===== src/rtl/adcsq_pkg.sv =====
// Package: register map, field positions and timing constants of the conversion sequencer
package adcsq_pkg;
  // Register byte offsets on APB
  localparam logic [7:0] ADCSQ_OFF_CTRL0 = 8'h00;
  localparam logic [7:0] ADCSQ_OFF_CTRL1 = 8'h04;
  localparam logic [7:0] ADCSQ_OFF_CTRL2 = 8'h08;
  localparam logic [7:0] ADCSQ_OFF_RESH = 8'h0C;
  localparam logic [7:0] ADCSQ_OFF_RESL = 8'h10;
  localparam logic [7:0] ADCSQ_OFF_FLAG = 8'h14;
  localparam logic [7:0] ADCSQ_OFF_PMD = 8'h18;
  // Control register zero fields
  localparam int ADCSQ_BIT_ENABLE = 0;
  localparam int ADCSQ_BIT_GO = 1;
  localparam int ADCSQ_POS_CHS = 2;
  // Control register one fields
  localparam int ADCSQ_BIT_TRIGSRC = 7;
  localparam int ADCSQ_POS_VREF = 0;
  // Control register two fields
  localparam int ADCSQ_POS_CLKSEL = 0;
  localparam int ADCSQ_POS_ACQ = 3;
  localparam int ADCSQ_BIT_RIGHT = 7;
  // Flag register fields
  localparam int ADCSQ_BIT_DONE = 0;
  localparam int ADCSQ_BIT_IRQEN = 1;
  // Module disable register field
  localparam int ADCSQ_BIT_MDIS = 0;
  // Reset values
  localparam logic [7:0] ADCSQ_RST_REG = 8'h00;
  localparam logic [9:0] ADCSQ_RST_RESULT = 10'h000;
  // Timing in conversion bit periods
  localparam int ADCSQ_CONV_TAD = 11;
  localparam int ADCSQ_WAIT_TAD = 2;
  localparam int ADCSQ_FRC_DELAY_TAD = 1;
  // Sequencer states
  typedef enum logic [2:0] {
    ADCSQ_IDLE,
    ADCSQ_START_DLY,
    ADCSQ_ACQ,
    ADCSQ_CONV,
    ADCSQ_DISCHARGE,
    ADCSQ_OFF
  } adcsq_state_t;
endpackage : adcsq_pkg


===== src/rtl/adcsq_sequencer.sv =====
// Conversion sequencer top: APB registers, start, acquire, convert, abort and sleep logic
// What this block does
// Converter stays inactive until the enable bit is written one.
// Start converts at once or after the programmed acquisition delay; code 010 is 4 periods.
// With zero delay, conversion begins one instruction after start.
// Software should enable and start in separate writes.
// Completion clears busy, sets done flag, loads both result registers.
// Capacitor array is discharged after every sample.
// Clearing busy aborts; results keep the previous value.
// Reset returns all registers to reset values and cancels conversion.
// After completion or abort wait two periods before next acquisition.
// Software adapts clock settings before power-managed use.
// Below one megahertz software selects the RC clock.
// RC clock selected delays conversion start by one extra instruction when the acquisition delay is zero.
// In sleep with interrupt enabled, completion wakes the processor.
// In sleep with interrupt off, power down after completion; enable stays set.
// Sleep with non-RC clock aborts and powers down; enable stays set.
// Trigger select picks compare unit at 0, charge-time unit at 1.
// Accepted trigger while enabled sets busy and begins acquisition.
// Triggers are ignored while the enable bit is zero.
// Module disable holds converter in reset and gates its clock.
// With zero delay software waits acquisition time itself.
// Software clears the done flag after reading the result.
// A full conversion takes exactly eleven bit periods.
// Acquisition code 000 is manual, and is the reset value.
// Nonzero acquisition delays span two to twenty bit periods.
// Done flag stays set until software clears it.
// Bit period comes from the divided system clock or the RC oscillator.
`timescale 1ns/1ns
`default_nettype none
module adcsq_sequencer
  import adcsq_pkg::*;
(
  // System
  input wire logic clk_sys,
  input wire logic rstn,
  input wire logic ce,
  // APB slave
  input wire logic psel,
  input wire logic penable,
  input wire logic pwrite,
  input wire logic [7:0] paddr,
  input wire logic [31:0] pwdata,
  output logic [31:0] prdata,
  output logic pready,
  output logic pslverr,
  // Triggers and power state
  input wire logic compare_unit_trigger,
  input wire logic charge_time_unit,
  input wire logic sleep_active,
  input wire logic frc_tick,
  // Analog front end
  input wire logic [9:0] sar_value,
  output logic sample_connect,
  output logic discharge,
  output logic converting,
  output logic analog_powered,
  output logic [4:0] channel_select,
  // Processor wake
  output logic wake_request
);
  // Register state
  logic converter_enable, go_busy, trigger_source_select, right_justify;
  logic conversion_done_flag, conversion_irq_enable, converter_module_disable;
  logic [4:0] chs;
  logic [3:0] vref_cfg;
  logic [2:0] acquisition_delay_field, conversion_clock_select;
  logic [9:0] result;
  logic next_enable, next_go, next_trig, next_right, next_flag, next_irqen, next_mdis;
  logic [4:0] next_chs;
  logic [3:0] next_vref;
  logic [2:0] next_acq, next_clksel;
  logic [9:0] next_result;
  // Sequencer state
  adcsq_state_t state, next_state;
  logic [4:0] cnt, next_cnt;
  logic powered_down, next_powered_down;
  // Bus and output staging
  logic [31:0] next_prdata;
  logic next_pready, next_pslverr, next_wake;
  logic tad_tick, setup, wr, rd, go_written_one, go_written_zero, trig_hit, done_evt;

  adcsq_tad_gen u_tad
  (
    .clk_sys(clk_sys),
    .rstn(rstn && !converter_module_disable),
    .ce(ce),
    .run(converter_enable && !converter_module_disable && state != ADCSQ_IDLE),
    .clk_select(conversion_clock_select),
    .frc_tick(frc_tick),
    .tad_tick(tad_tick)
  );

  // Acquisition periods for the select code
  function automatic logic [4:0] adcsq_acq_tads(input logic [2:0] code);
    unique case (code)
      3'h0: adcsq_acq_tads = 5'h00;
      3'h1: adcsq_acq_tads = 5'h02;
      3'h2: adcsq_acq_tads = 5'h04;
      3'h3: adcsq_acq_tads = 5'h06;
      3'h4: adcsq_acq_tads = 5'h08;
      3'h5: adcsq_acq_tads = 5'h0C;
      3'h6: adcsq_acq_tads = 5'h10;
      3'h7: adcsq_acq_tads = 5'h14;
    endcase
  endfunction : adcsq_acq_tads

  // Write one access phase, read in setup so data is ready at the access edge
  assign setup = psel && !penable;
  assign wr = psel && penable && pwrite && pready;
  assign rd = setup && !pwrite;
  assign go_written_one = wr && paddr == ADCSQ_OFF_CTRL0 && pwdata[ADCSQ_BIT_GO];
  assign go_written_zero = wr && paddr == ADCSQ_OFF_CTRL0 && !pwdata[ADCSQ_BIT_GO];
  assign trig_hit = converter_enable && !go_busy && !powered_down
    && (trigger_source_select ? charge_time_unit : compare_unit_trigger);
  assign done_evt = state == ADCSQ_CONV && tad_tick
    && cnt == 5'(ADCSQ_CONV_TAD - 1) && !go_written_zero;

  // Register file next values
  always_comb
  begin
    next_enable = converter_enable;
    next_go = go_busy;
    next_trig = trigger_source_select;
    next_right = right_justify;
    next_flag = conversion_done_flag;
    next_irqen = conversion_irq_enable;
    next_mdis = converter_module_disable;
    next_chs = chs;
    next_vref = vref_cfg;
    next_acq = acquisition_delay_field;
    next_clksel = conversion_clock_select;
    next_result = result;
    if (wr)
    begin
      unique case (paddr)
        ADCSQ_OFF_CTRL0:
        begin
          next_enable = pwdata[ADCSQ_BIT_ENABLE];
          // Start only honoured when already enabled
          next_go = pwdata[ADCSQ_BIT_GO] && converter_enable;
          next_chs = pwdata[ADCSQ_POS_CHS +: 5];
        end
        ADCSQ_OFF_CTRL1:
        begin
          next_trig = pwdata[ADCSQ_BIT_TRIGSRC];
          next_vref = pwdata[ADCSQ_POS_VREF +: 4];
        end
        ADCSQ_OFF_CTRL2:
        begin
          next_right = pwdata[ADCSQ_BIT_RIGHT];
          next_acq = pwdata[ADCSQ_POS_ACQ +: 3];
          next_clksel = pwdata[ADCSQ_POS_CLKSEL +: 3];
        end
        ADCSQ_OFF_FLAG:
        begin
          next_flag = pwdata[ADCSQ_BIT_DONE];
          next_irqen = pwdata[ADCSQ_BIT_IRQEN];
        end
        ADCSQ_OFF_PMD: next_mdis = pwdata[ADCSQ_BIT_MDIS];
        default: ;
      endcase
    end
    if (trig_hit)
    begin
      next_go = 1'b1;
    end
    if (done_evt)
    begin
      next_go = 1'b0;
      next_flag = 1'b1;
      next_result = sar_value;
    end
    if (state == ADCSQ_OFF || next_powered_down)
    begin
      next_go = 1'b0;
    end
    if (next_mdis)
    begin
      next_enable = 1'b0;
      next_go = 1'b0;
      // Held in reset: converter fields fall back to their reset values
      next_trig = 1'b0;
      next_right = 1'b0;
      next_chs = ADCSQ_RST_REG[4:0];
      next_vref = ADCSQ_RST_REG[3:0];
      next_acq = ADCSQ_RST_REG[2:0];
      next_clksel = ADCSQ_RST_REG[2:0];
      next_result = ADCSQ_RST_RESULT;
    end
  end

  // Sequencer next state
  always_comb
  begin
    next_state = state;
    next_cnt = cnt;
    next_powered_down = powered_down && sleep_active;
    if (!converter_enable || converter_module_disable)
    begin
      next_state = ADCSQ_IDLE;
      next_cnt = 5'h00;
    end
    else if (go_written_zero && go_busy && state != ADCSQ_DISCHARGE)
    begin
      next_state = ADCSQ_DISCHARGE;
      next_cnt = 5'h00;
    end
    else if (sleep_active && conversion_clock_select[1:0] != 2'h3 && go_busy)
    begin
      next_state = ADCSQ_DISCHARGE;
      next_powered_down = 1'b1;
      next_cnt = 5'h00;
    end
    else
    begin
      unique case (state)
        ADCSQ_IDLE:
        begin
          if (go_busy)
          begin
            next_cnt = 5'h00;
            // One instruction later; RC clock adds one more
            if (adcsq_acq_tads(acquisition_delay_field) != 5'h00)
            begin
              next_state = ADCSQ_ACQ;
            end
            else
            begin
              next_state = ADCSQ_START_DLY;
            end
          end
        end
        ADCSQ_START_DLY:
        begin
          if (tad_tick)
          begin
            next_cnt = cnt + 5'h01;
            if (conversion_clock_select[1:0] != 2'h3
              || cnt == 5'(ADCSQ_FRC_DELAY_TAD))
            begin
              next_state = ADCSQ_CONV;
              next_cnt = 5'h00;
            end
          end
        end
        ADCSQ_ACQ:
        begin
          if (tad_tick)
          begin
            next_cnt = cnt + 5'h01;
            if (cnt == adcsq_acq_tads(acquisition_delay_field) - 5'h01)
            begin
              next_state = ADCSQ_CONV;
              next_cnt = 5'h00;
            end
          end
        end
        ADCSQ_CONV:
        begin
          if (tad_tick)
          begin
            next_cnt = cnt + 5'h01;
            if (done_evt)
            begin
              next_state = ADCSQ_DISCHARGE;
              next_cnt = 5'h00;
              // Sleep with interrupt off powers the analog part down
              if (sleep_active && !conversion_irq_enable)
              begin
                next_powered_down = 1'b1;
              end
            end
          end
        end
        ADCSQ_DISCHARGE:
        begin
          if (tad_tick)
          begin
            next_cnt = cnt + 5'h01;
            if (cnt == 5'(ADCSQ_WAIT_TAD - 1))
            begin
              next_state = ADCSQ_IDLE;
              next_cnt = 5'h00;
            end
          end
        end
        ADCSQ_OFF: next_state = ADCSQ_IDLE;
      endcase
    end
  end

  // Bus answer and registered outputs
  always_comb
  begin
    next_prdata = 32'h0000_0000;
    next_pready = setup;
    next_pslverr = 1'b0;
    if (setup)
    begin
      unique case (paddr)
        ADCSQ_OFF_CTRL0:
          next_prdata[7:0] = {1'b0, chs, go_busy, converter_enable};
        ADCSQ_OFF_CTRL1:
          next_prdata[7:0] = {trigger_source_select, 3'h0, vref_cfg};
        ADCSQ_OFF_CTRL2:
          next_prdata[7:0] = {right_justify, 1'b0, acquisition_delay_field, conversion_clock_select};
        ADCSQ_OFF_RESH:
          next_prdata[7:0] = right_justify ? {6'h00, result[9:8]} : result[9:2];
        ADCSQ_OFF_RESL:
          next_prdata[7:0] = right_justify ? result[7:0] : {result[1:0], 6'h00};
        ADCSQ_OFF_FLAG:
          next_prdata[7:0] = {6'h00, conversion_irq_enable, conversion_done_flag};
        ADCSQ_OFF_PMD:
          next_prdata[7:0] = {7'h00, converter_module_disable};
        default: next_pslverr = 1'b1;
      endcase
      if (!rd)
      begin
        next_prdata = 32'h0000_0000;
      end
    end
    next_wake = sleep_active && conversion_irq_enable && done_evt;
  end

  always_ff @(posedge clk_sys)
  begin
    if (!rstn)
    begin
      converter_enable <= 1'b0;
      go_busy <= 1'b0;
      trigger_source_select <= 1'b0;
      right_justify <= 1'b0;
      conversion_done_flag <= 1'b0;
      conversion_irq_enable <= 1'b0;
      converter_module_disable <= 1'b0;
      chs <= ADCSQ_RST_REG[4:0];
      vref_cfg <= ADCSQ_RST_REG[3:0];
      acquisition_delay_field <= ADCSQ_RST_REG[2:0];
      conversion_clock_select <= ADCSQ_RST_REG[2:0];
      result <= ADCSQ_RST_RESULT;
      state <= ADCSQ_IDLE;
      cnt <= 5'h00;
      powered_down <= 1'b0;
      prdata <= 32'h0000_0000;
      pready <= 1'b0;
      pslverr <= 1'b0;
      wake_request <= 1'b0;
      sample_connect <= 1'b0;
      discharge <= 1'b0;
      converting <= 1'b0;
      analog_powered <= 1'b0;
      channel_select <= 5'h00;
    end
    else if (ce)
    begin
      converter_enable <= next_enable;
      go_busy <= next_go;
      trigger_source_select <= next_trig;
      right_justify <= next_right;
      conversion_done_flag <= next_flag;
      conversion_irq_enable <= next_irqen;
      converter_module_disable <= next_mdis;
      chs <= next_chs;
      vref_cfg <= next_vref;
      acquisition_delay_field <= next_acq;
      conversion_clock_select <= next_clksel;
      result <= next_result;
      state <= next_state;
      cnt <= next_cnt;
      powered_down <= next_powered_down;
      prdata <= next_prdata;
      pready <= next_pready;
      pslverr <= next_pslverr;
      wake_request <= next_wake;
      // Channel rides on the cap while enabled and not powered down, except while converting or discharging
      sample_connect <= next_enable && !next_powered_down
        && (next_state == ADCSQ_IDLE || next_state == ADCSQ_ACQ
        || next_state == ADCSQ_START_DLY);
      discharge <= next_state == ADCSQ_DISCHARGE;
      converting <= next_state == ADCSQ_CONV;
      analog_powered <= next_enable && !next_mdis && !next_powered_down;
      channel_select <= next_chs;
    end
  end
endmodule : adcsq_sequencer
`default_nettype wire


===== src/rtl/adcsq_tad_gen.sv =====
// Conversion bit period tick generator: divided system clock or RC oscillator
`timescale 1ns/1ns
`default_nettype none
module adcsq_tad_gen
  import adcsq_pkg::*;
(
  // Clock and control
  input wire logic clk_sys,
  input wire logic rstn,
  input wire logic ce,
  input wire logic run,
  // Clock selection and RC tick input
  input wire logic [2:0] clk_select,
  input wire logic frc_tick,
  // Period tick
  output logic tad_tick
);
  logic [5:0] div_cnt;
  logic [5:0] next_div_cnt;
  logic next_tad_tick;

  // Divider terminal count from the select code
  function automatic logic [5:0] adcsq_div_last(input logic [2:0] sel);
    unique case (sel)
      3'h0: adcsq_div_last = 6'h01;
      3'h4: adcsq_div_last = 6'h03;
      3'h1: adcsq_div_last = 6'h07;
      3'h5: adcsq_div_last = 6'h0F;
      3'h2: adcsq_div_last = 6'h1F;
      3'h6: adcsq_div_last = 6'h3F;
      default: adcsq_div_last = 6'h00;
    endcase
  endfunction : adcsq_div_last

  always_comb
  begin
    next_div_cnt = div_cnt;
    next_tad_tick = 1'b0;
    if (!run)
    begin
      next_div_cnt = 6'h00;
    end
    else if (clk_select[1:0] == 2'h3)
    begin
      next_tad_tick = frc_tick;
    end
    else if (div_cnt >= adcsq_div_last(clk_select))
    begin
      next_div_cnt = 6'h00;
      next_tad_tick = 1'b1;
    end
    else
    begin
      next_div_cnt = div_cnt + 6'h01;
    end
  end

  always_ff @(posedge clk_sys)
  begin
    if (!rstn)
    begin
      div_cnt <= 6'h00;
      tad_tick <= 1'b0;
    end
    else if (ce)
    begin
      div_cnt <= next_div_cnt;
      tad_tick <= next_tad_tick;
    end
  end
endmodule : adcsq_tad_gen
`default_nettype wire


===== config.mk =====
export PLATFORM = sky130hd
export DESIGN_NAME = adcsq_sequencer
export DESIGN_NICKNAME = d
export VERILOG_FILES = /design/src/rtl/adcsq_pkg.sv /design/src/rtl/adcsq_sequencer.sv /design/src/rtl/adcsq_tad_gen.sv
export SDC_FILE = /design/constraint.sdc
export NUM_CORES = 1
export LEC_CHECK = 0
export BUFFER_PORTS_ARGS = -buffer_cell sky130_fd_sc_hd__clkbuf_2
export CAP_MARGIN = 20
export CELL_PAD_IN_SITES_DETAIL_PLACEMENT = 1
export CELL_PAD_IN_SITES_GLOBAL_PLACEMENT = 2
export CORE_AREA = 10 10 123 125
export DETAILED_ROUTE_END_ITERATION = 10
export DIE_AREA = 0 0 133 135
export PLACE_DENSITY = 0.85
export SLEW_MARGIN = 20
export SYNTH_ARGS = -nofsm -noshare
export SYNTH_HDL_FRONTEND = slang
export SYNTH_HIERARCHICAL = 1
export SYNTH_SLANG_ARGS = --single-unit

===== constraint.sdc =====
create_clock -name clk_sys -period 5.4 [get_ports clk_sys]
set_input_delay 0.27 -clock clk_sys [delete_from_list [all_inputs] [get_ports clk_sys]]
set_output_delay 0.27 -clock clk_sys [all_outputs]
set_load 0.1 [all_outputs]

==> summary.txt, run 1 <==
Detailed routing
  – Routed Antenna Nets: 0
  – Routed vias: 3878
  – Routed vias/inst: 5.31
  – DRT iter0 DRCs: 208
  – Routed WL per cell: 17.6 um
  – Final wirelength: 12900 um
  – Post-route DRC: 0
  – Pre-antenna DRT Iters: 4

Timing
  – Setup TNS: 0 ps
  – Final setup viols: 0
  – F_max: 360 MHz
  – Relative slew slack: 31.0%
  – Fin. max-slew vios: 0
  – RSZ-0062 raised after global routing: false
  – Final Cycle Share: 51.4%
  – Final-report hold violation count: 0
  – Fin worst setup slack: 2620 ps
  – Worst-case clock skew: 8.57 ps
  – Minimum clock period: 2780 ps
  – Tightest Pin Transition: 1030 ps

Layout
  – Layout cells sized above 1: 17.7%
  – Design area: 0.00470 mm2
  – Fin nets: 624
  – Diodes inserted: 0
  – Area growth, synth to finish: 15.4%
  – Final core utilization: 37.4%

Yosys
  – Synth Register Bits: 67
  – Synth area leader: dfxtp_1
  – Top cells by area, synth: dfxtp_1, a21oi_1, nand2_1
  – Post-synth EDFFs: 0
  – Top_reg_cell synth: dfxtp_1
  – Sequential-to-total area share from yosys stat: 32.9%
  – Cells after synthesis: 510
  – Synth top area share: 32.9%
  – Syn Area/Cell: 7.99 um2
  – Post-synthesis cell area: 0.00407 mm2
  – Yosys cell types: 73
  – Syn. warnings: 6
  – FFs w/ async S/R, synth: 0%

Floorplanning
  – I/O pins: 104
  – Placeable Area: 0.0126 mm2
  – Row Count: 41
  – Initial Util: 32.4%
  – Die Height: 135 um
  – Die ar.: 0.0180 mm2
  – Die Wd: 133 um

Clock tree
  – Reg clk slew, reported paths: 60 ps
  – Root Driver: clkbuf_16
  – Post-cts resize count: 0
  – Clock tree buffer depth: 2
  – # Post-CTS Setup Buffers: 0
  – H-tree depth: 3
  – CTS buffer count: 9
  – CTS Sinks: 67
  – CTS tree: done
  – Hold-fix buffers, CTS: 0
  – Clk_lat worst skew: 350 ps

Flow run
  – Max Cap Viol: 0

Worst hold path
  – Min-Delay Startpoint: sar_value[8]
  – Hold Path Class: input pin to flop
  – WHS Endpoint: result[8]$_SDFFE_PN0P_
  – Worst hold path depth: 3

Setup path
  – Critical path fanouts, max: 9
  – Reg-to-Reg End: discharge$_SDFFE_PN0P_
  – Worst Path Class, Setup: flop to flop
  – Worst R2R Setup Slack: 2620 ps
  – Reg2reg start: cnt[1]$_SDFFE_PN0P_
  – Worst Path Required: 5690 ps
  – Worst R2R Path Depth: 6
  – CP Capture Type: flop
  – Critical Path Start Type: flop
  – Worst Path Arrival: 3070 ps

Global route
  – Largest net degree at the start of global routing: 47
  – First-pass GRT wire length: 21600 um
  – Congestion Overflow GR: 0
  – Global Route Usage Sum: 14.6%
  – Initial antenna violation count: 0
  – Vias in the first global route: 4221

Run status
  – Status: complete, no violations

Power
  – Power Density: 269 mW/mm2
  – P_leak: 1.75 nW
  – Max IR drop VDD: 0.135 mV

Place
  – Setup Slack @ Placement: 2570 ps
  – Dpl cell area: 0.00439 mm2
  – Dpl hpwl: 9810 um
  – Port Buffers: 55
  – Final Wtd Congestion: 0.832
==> worst max-delay path, stage by stage, from the launching register on <==
cell and delay (ps):
dfxtp_1 440, ha_1 200, nand4_1 220, nor4_2 940, o21ai_1 320, nor4b_1 450, o21a_1 160
==> registers in the layout, summed over array words and instances (netlist names), 3 cells and up, named ones only <==
name and count:
cnt 5, prdata 8, acquisition_delay_field 3, result 10, conversion_clock_select 3, vref_cfg 4, state 3, u_tad/div_cnt 6
chs 5
==> stage by stage <==
| step | instances | power, W | hold WS (ps) |
|---|---|---|---|
| 2_1_floorplan | 533 | 0.000639 | 414 |
| 3_3_place_gp | 714 | 0.000657 | 455 |
| 3_5_place_dp | 714 | 0.000658 | 470 |
| 4_1_cts | 730 | 0.00128 | 151 |
| 5_1_grt | 730 | 0.00131 | 163 |
| 6_report | 730 | 0.00126 | 159 |
==> worst max-delay path by stage <==
| stage | start | endpoint | slack [ps] | cells after the start |
|---|---|---|---|---|
| 6_report | cnt[1]$_SDFFE_PN0P_ | discharge$_SDFFE_PN0P_ | 2620 | 6 |
| 5_1_grt | cnt[1]$_SDFFE_PN0P_ | discharge$_SDFFE_PN0P_ | 2440 | 6 |
| 4_1_cts | cnt[1]$_SDFFE_PN0P_ | discharge$_SDFFE_PN0P_ | 2590 | 6 |
| 3_5_place_dp | paddr[4] | go_busy$_SDFFE_PN0P_ | 2570 | 7 |
| 3_3_place_gp | paddr[4] | go_busy$_SDFFE_PN0P_ | 2600 | 7 |
| 2_1_floorplan | pready$_SDFFE_PN0P_ | flop | 2470 | 7 |
==> report_power, final <==
group          total [W]  switching [W]  leakage [nW]  internal, W
Sequential      0.000500     0.00000356         0.540     0.000497
Combinational   0.000148       0.000125          1.06    0.0000228
Clock           0.000617       0.000251         0.148     0.000365
Total            0.00126       0.000380          1.75     0.000885
==> cells in the mapped netlist, drive strengths merged (2+ instances only) <==
master / count
a211oi: 3
a21boi: 4
a21o: 2
a21oi: 46
a222oi: 3
a22oi: 15
a2bb2oi: 3
a31oi: 10
a32oi: 4
and2: 5
and3: 6
and4: 2
buf: 31
clkbuf: 17
dfxtp: 67
ha: 11
inv: 14
mux2: 4
mux2i: 12
nand2: 55
nand2b: 11
nand3: 31
nand4: 12
nor2: 47
nor2b: 9
nor3: 13
nor3b: 7
nor4: 5
nor4b: 3
o211a: 2
o211ai: 3
o21a: 5
o21ai: 17
o221ai: 2
o2bb2ai: 2
o31ai: 2
or2: 2
or3: 4
xnor2: 4
==> cells in the final DEF, fill, tap and decap left out, types with 4 or more instances in the layout <==
cell	instances
clkbuf_16	9
inv_6	5
o21ai_1	5
nor2_1	46
dfxtp_1	67
nor3b_1	6
a21oi_1	43
and2_1	4
nand3_1	30
nand2b_1	11
or3_1	4
a32oi_1	4
a22oi_1	15
mux2i_1	12
o21ai_0	10
xnor2_1	4
nor2b_1	9
nand4_1	12
clkbuf_2	55
a31oi_1	10
nand2_1	55
and3_1	6
conb_1	24
nor3_1	10
ha_1	11
inv_1	13
==> cell families (layout without fill, tap and decap cells) <==
| logic type | count (synthesis) | after routing | share of synthesized area, % |
|---|---|---|---|
| AND/OR/NAND/NOR | 217 | 217 | 28.3 |
| AO/OA/AOI/OAI | 129 | 129 | 21.4 |
| multiplexers | 16 | 16 | 4.15 |
| other | 1 | 24 | 0.0920 |
| XOR/XNOR | 6 | 6 | 1.66 |
| flip-flops | 67 | 67 | 32.9 |
| adder cells (fa/ha/maj) | 11 | 11 | 3.38 |
| buffers and inverters | 63 | 88 | 8.17 |
==> routing by layer <==
metal,track usage [%],up-vias,wire (um)
li1,-,1895,-
met1,16.5,1890,5700
met2,25.5,77,6380
met3,4.41,16,573
met4,5.38,0,218
met5,0,-,0
==> layout make-up <==
class	instances	area [um2]
multi-input cells	403	2490
fillers	1550	7870
clock inverters	7	81.3
inverters	15	56.3
repair buffers	57	290
well taps	172	215
clock buffers	9	225
flip-flops and latches	67	1340
Power figures use the tool's default switching activity.
==> inputs of run 2 (changes only) <==
--- a/config.mk
+++ b/config.mk
@@ -9,10 +9,10 @@
 export CAP_MARGIN = 20
 export CELL_PAD_IN_SITES_DETAIL_PLACEMENT = 1
 export CELL_PAD_IN_SITES_GLOBAL_PLACEMENT = 2
-export CORE_AREA = 10 10 123 125
+export CORE_AREA = 10 10 134 136
 export DETAILED_ROUTE_END_ITERATION = 10
-export DIE_AREA = 0 0 133 135
-export PLACE_DENSITY = 0.85
+export DIE_AREA = 0 0 144 146
+export PLACE_DENSITY = 0.76
 export SLEW_MARGIN = 20
 export SYNTH_ARGS = -nofsm -noshare
 export SYNTH_HDL_FRONTEND = slang
==> constraint.sdc (replaced) <==
create_clock -name clk_sys -period 2.42 [get_ports clk_sys]
set_input_delay 0.121 -clock clk_sys [delete_from_list [all_inputs] [get_ports clk_sys]]
set_output_delay 0.121 -clock clk_sys [all_outputs]
set_load 0.1 [all_outputs]
==> run 2 against run 1 <==
- clock-buffer cell count unchanged
- final cell count increased by 6.2%
- register-to-register slack worse by 2500 ps
- sequential power grew 120%
- die area grew 17%
- final area grew 5.7%
==> summary.txt, run 2 (same netlist as run 1, synthesis figures left out) <==
Detailed routing
  – Pre-antenna DRT Iters: 5
  – Routed WL per cell: 17.7 um
  – DRT iter0 DRCs: 223
  – Routed vias/inst: 5.18
  – Routed vias: 4011
  – Routed Antenna Nets: 0
  – Final wirelength: 13700 um
  – Post-route DRC: 0

Setup path
  – Reg2reg start: state[2]$_SDFFE_PN0P_
  – Worst R2R Setup Slack: 120 ps
  – Critical Path Start Type: flop
  – Slowest CP cell: or4b_1
  – CP Capture Type: flop
  – CP Capture Point: cnt[0]$_SDFFE_PN0P_
  – Worst Path Required: 2690 ps
  – Worst Path Class, Setup: flop to flop
  – Crit path launch: state[2]$_SDFFE_PN0P_
  – CP peak stage delay: 520 ps
  – CP cell instances: nor3b_1 > nor3_1 > a211oi_1 > nand2_1 > or4b_1 > a21oi_1
  – Worst R2R Path Depth: 6
  – Worst Path Arrival: 2570 ps
  – Critical path fanouts, max: 8
  – Reg-to-Reg End: cnt[0]$_SDFFE_PN0P_

Layout
  – Regs by FF count: result: 10 flops, prdata: 8 flops, u_tad/div_cnt: 6 flops
  – Area growth, synth to finish: 22.0%
  – Commonest non-fill, non-tap cells in the layout: dfxtp_1, nand2_1, clkbuf_2
  – Fillers: 1884
  – Diodes inserted: 0
  – Most common cell after layout, fill and taps aside: dfxtp_1
  – Largest Register: result
  – Fin nets: 649
  – Number of flip-flops under the largest register name: 10
  – Layout cells sized above 1: 22.0%
  – Sequential Area: 0.00135 mm2
  – Final core utilization: 32.1%
  – Multi-input gate area: 0.00252 mm2

Power
  – Sw power: 0.000845 W
  – Max IR drop VDD: 0.274 mV
  – Seq pwr share: 39.6%
  – Switching part of the total power: 30.0%
  – Power Density: 567 mW/mm2
  – Int Pwr: 0.00197 W
  – Gate power share: 12.3%
  – P_leak: 1.89 nW
  – Clk pwr share: 48.1%
  – Total power: 0.00282 W

Place
  – Port Buffers: 55
  – Final Wtd Congestion: 0.864
  – Dpl hpwl: 10500 um

Clock tree
  – Clk_lat worst skew: 350 ps
  – CTS buffer count: 9
  – CTS tree: done
  – H-tree depth: 3
  – Clock tree buffer depth: 2
  – Hold-fix buffers, CTS: 0
  – CTS Sinks: 67
  – Root Driver: clkbuf_16
  – Reg clk slew, reported paths: 60 ps

Global route
  – Congestion Overflow GR: 0
  – GR peak layer: met2
  – Initial antenna violation count: 0
  – First-pass GRT wire length: 22500 um
  – Met3 Track Usage GR: 3.39%
  – GR Layer Usage met1: 15.9%
  – Vias in the first global route: 4313
  – Largest net degree at the start of global routing: 34
  – Global Route Usage Sum: 13.4%
  – Met2 global-route usage: 22.4%

Floorplanning
  – Row Count: 46
  – Initial Util: 26.3%
  – I/O pins: 104
  – Die ar.: 0.0210 mm2
  – Die Wd: 144 um
  – Placeable Area: 0.0155 mm2
  – Die Height: 146 um

Timing
  – Hold Slack: 16.1 ps
  – Final-report hold violation count: 0
  – Final setup viols: 0
  – RSZ-0062 raised after global routing: true
  – Relative slew slack: 60.8%
  – Final Cycle Share: 95.1%
  – F_max: 435 MHz
  – Minimum clock period: 2300 ps
  – Tightest Pin Transition: 584 ps
  – Setup TNS: 0 ps
  – Worst-case clock skew: 6.98 ps
  – Fin. max-slew vios: 0

Worst hold path
  – Hold Path Class: input pin to flop

Run status
  – Status: complete, no violations

Flow run
  – Max Cap Viol: 0
-- run 2: critical path, delay by kind of cell (launching register included) --
family,cells,cell delay (ps)
AOI/OAI and AO/OA,2,600
DFF,1,490
and+or+nand+nor,4,1140
-- run 2: final cells by class --
class / instances / share of cell area (%)
Tap cell: 192 / 4.83
Inverter: 15 / 1.13
Multi-Input combinational cell: 403 / 50.8
Sequential cell: 67 / 27.1
Timing Repair Buffer: 82 / 10.1
Clock inverter: 7 / 1.51
Clock buffer: 9 / 4.53
-- run 2: power groups by stage --
| stage | combinational, W | clock, W | sequential, W |
|---|---|---|---|
| after CTS | 0.000346 | 0.00140 | 0.00112 |
| after detailed placement | 0.000346 | 0 | 0.00114 |
| after floorplan | 0.000277 | 0 | 0.00115 |
| final | 0.000347 | 0.00136 | 0.00112 |
| after global placement | 0.000341 | 0 | 0.00114 |
| after global routing | 0.000367 | 0.00144 | 0.00112 |
-- run 2: worst min-delay path by stage --
stage / startpoint / end / cells after the start
3_5_place_dp: sar_value[1] / result[1]$_SDFFE_PN0P_ / 3
3_3_place_gp: sar_value[8] / result[8]$_SDFFE_PN0P_ / 3
4_1_cts: sar_value[1] / result[1]$_SDFFE_PN0P_ / 3
2_1_floorplan: pwdata[1] / conversion_irq_enable$_SDFFE_PN0P_ / 2
6_report: sar_value[1] / result[1]$_SDFFE_PN0P_ / 3
5_1_grt: sar_value[7] / result[7]$_SDFFE_PN0P_ / 3
-- run 2: per-layer routing --
metal,vias to the layer above,wire (um)
li1,1942,-
met1,1979,6100
met4,0,286
met2,72,6800
met3,18,554
met5,-,0
-- run 2: what timing repair did --
| item | 4_1_cts | 5_1_grt |
|---|---|---|
| resized for setup | 2 | 4 |
| setup buffers | 0 | 1 |
| endpoints found under the setup margin | 2 | 8 |
| pin swaps | 0 | 2 |
| hold endpoints to repair | 0 | 0 |
-- run 2: per-stage QoR --
step / area [um2] / std cells / setup WS, ps
detailed placement: 4620 / 758 / -2.89
global route: 4970 / 775 / -95.1
finish: 4970 / 775 / 119
CTS: 4940 / 774 / 23.4
global placement: 4620 / 758 / 81.6
floorplan: 4160 / 533 / 109
==> inputs of run 3 (changes only) <==
--- a/config.mk
+++ b/config.mk
@@ -13,6 +13,7 @@
 export DETAILED_ROUTE_END_ITERATION = 10
 export DIE_AREA = 0 0 144 146
 export PLACE_DENSITY = 0.76
+export RECOVER_POWER = 50
 export SLEW_MARGIN = 20
 export SYNTH_ARGS = -nofsm -noshare
 export SYNTH_HDL_FRONTEND = slang
==> run 3 against run 2 <==
- clock-buffer cell count did not move
- global-route usage did not move
- fmax barely moved
- critical path depth rose by 3
- power barely moved
- critical endpoint is now converting$_SDFFE_PN0P_
- register-to-register slack barely moved
==> summary.txt, run 3 (same netlist as run 1, synthesis figures left out) <==
Layout
  – Regs by FF count: result: 10 flops, prdata: 8 flops, u_tad/div_cnt: 6 flops
  – Number of flip-flops under the largest register name: 10
  – Largest Register: result
  – Area growth, synth to finish: 20.7%
  – Commonest non-fill, non-tap cells in the layout: dfxtp_1, nand2_1, nor2_1
  – Most common cell after layout, fill and taps aside: dfxtp_1
  – Fin nets: 649
  – Final core utilization: 31.8%
  – Layout cells sized above 1: 17.7%
  – Design area: 0.00492 mm2
  – Diodes inserted: 0

Worst hold path
  – Hold Path Class: input pin to flop

Setup path
  – Crit path buf inv count: 1
  – CP Capture Type: flop
  – Worst Path Required: 2690 ps
  – Critical Path Start Type: flop
  – CP cell instances: inv_1 > ha_1 > xor3_1 > nor4_2 > a41oi_1 > a211oi_2 > nor3b_2 > nand3_1 > a21oi_1
  – Slowest CP cell: xor3_1
  – Worst Path Class, Setup: flop to flop
  – Kind of cell adding the most delay to the critical path: compound AO/OA/AOI/OAI gates
  – Critical path fanouts, max: 3
  – Worst Path Arrival: 2570 ps
  – CP peak stage delay: 370 ps

Detailed routing
  – Routed Antenna Nets: 0
  – Pre-antenna DRT Iters: 4
  – Routed vias: 3997
  – Routed WL per cell: 17.7 um
  – Final wirelength: 13800 um
  – Post-route DRC: 0
  – Routed vias/inst: 5.16
  – DRT iter0 DRCs: 210
  – Met2 WL: 6790 um
  – Top routing layer in use: met4
  – Met3 routed WL: 571 um
  – Met1 WL: 6100 um

Power
  – Max IR drop VDD: 0.275 mV
  – P_leak: 1.80 nW
  – Power Density: 573 mW/mm2

Timing
  – Worst-case clock skew: 5.69 ps
  – Final-report hold violation count: 0
  – Final setup viols: 0
  – Relative slew slack: 19.7%
  – Fin worst setup slack: 117 ps
  – Tightest Pin Transition: 1210 ps
  – Setup TNS: 0 ps
  – Minimum clock period: 2300 ps
  – Final Cycle Share: 95.1%
  – RSZ-0062 raised after global routing: true
  – F_max: 434 MHz
  – Fin. max-slew vios: 0

Place
  – Port Buffers: 55
  – Dpl cell area: 0.00462 mm2
  – Final Wtd Congestion: 0.864
  – Setup Slack @ Placement: -2.89 ps
  – Dpl hpwl: 10500 um

Global route
  – Vias in the first global route: 4313
  – Largest net degree at the start of global routing: 34
  – First-pass GRT wire length: 22500 um
  – Initial antenna violation count: 0
  – Congestion Overflow GR: 0
  – Global Route Usage Sum: 13.4%

Clock tree
  – CTS tree: done
  – Clk_lat worst skew: 350 ps
  – Reg clk slew, reported paths: 60 ps
  – H-tree depth: 3
  – Root Driver: clkbuf_16
  – Hold-fix buffers, CTS: 0
  – CTS Sinks: 67
  – Clock tree buffer depth: 2
  – CTS buffer count: 9

Floorplanning
  – Die Wd: 144 um
  – Die Height: 146 um
  – I/O pins: 104
  – Die ar.: 0.0210 mm2
  – Initial Util: 26.3%
  – Row Count: 46
  – Placeable Area: 0.0155 mm2

Flow run
  – Max Cap Viol: 0

Run status
  – Status: complete, no violations
[run 3: cell types whose count changed in the layout (fill, tap and decap cells not counted), sizes merged]
cell | previous run | this run
buf | 27 | 23
clkbuf | 64 | 68
[run 3: layout make-up]
class / count / area, um2
Clock buffer: 9 / 225
Fill cell: 1890 / 10600
Clock inverter: 7 / 75.1
Tap cell: 192 / 240
Sequential cell: 67 / 1350
Inverter: 15 / 56.3
Multi-Input combinational cell: 403 / 2520
Timing Repair Buffer: 82 / 449
[run 3: worst reg2reg max path, delay by kind of cell (launching register included)]
family                   cells  cell delay [ps]
AO/OA/AOI/OAI                3              620
XOR/XNOR                     1              370
adder cells (fa/ha/maj)      1              220
buffers and inverters        1               70
flip-flops                   1              360
AND/OR/NAND/NOR              3              600
[run 3: per-stage QoR]
stage	instances	power [W]	hold WS (ps)
floorplan	533	0.00143	265
global placement	758	0.00148	355
detailed placement	758	0.00149	376
CTS	774	0.00286	11.2
global route	775	0.00292	21.5
finish	775	0.00282	16.0
[run 3: worst paths after layout]
check	from	endpoint	slack, ps	cells past startpoint
min reg2reg	sample_connect$_SDFFE_PN0P_	sample_connect$_SDFFE_PN0P_	470	2
min	sar_value[1]	result[1]$_SDFFE_PN0P_	20	3
max	flop	converting$_SDFFE_PN0P_	120	9
max reg2reg	flop	converting$_SDFFE_PN0P_	120	9
[run 3: metal layers]
layer | global-route usage, % | vias up
li1 | - | 1944
met1 | 15.9 | 1962
met2 | 22.4 | 73
met3 | 3.39 | 18
met4 | 5.16 | 0
met5 | 0 | -
[run 3: power by group]
group	total, W	internal (W)	leakage (nW)	switching [W]
clock	0.00136	0.000803	0.138	0.000555
sequential	0.00112	0.00111	0.541	0.00000752
combinational	0.000342	0.0000574	1.12	0.000285
total	0.00282	0.00197	1.80	0.000847
[run 3: timing repair]
item,in CTS,in global routing
setup buffers,0,1
gates resized for setup,2,4
setup endpoints to repair,2,8
gates cloned,0,0
pin swaps,0,2
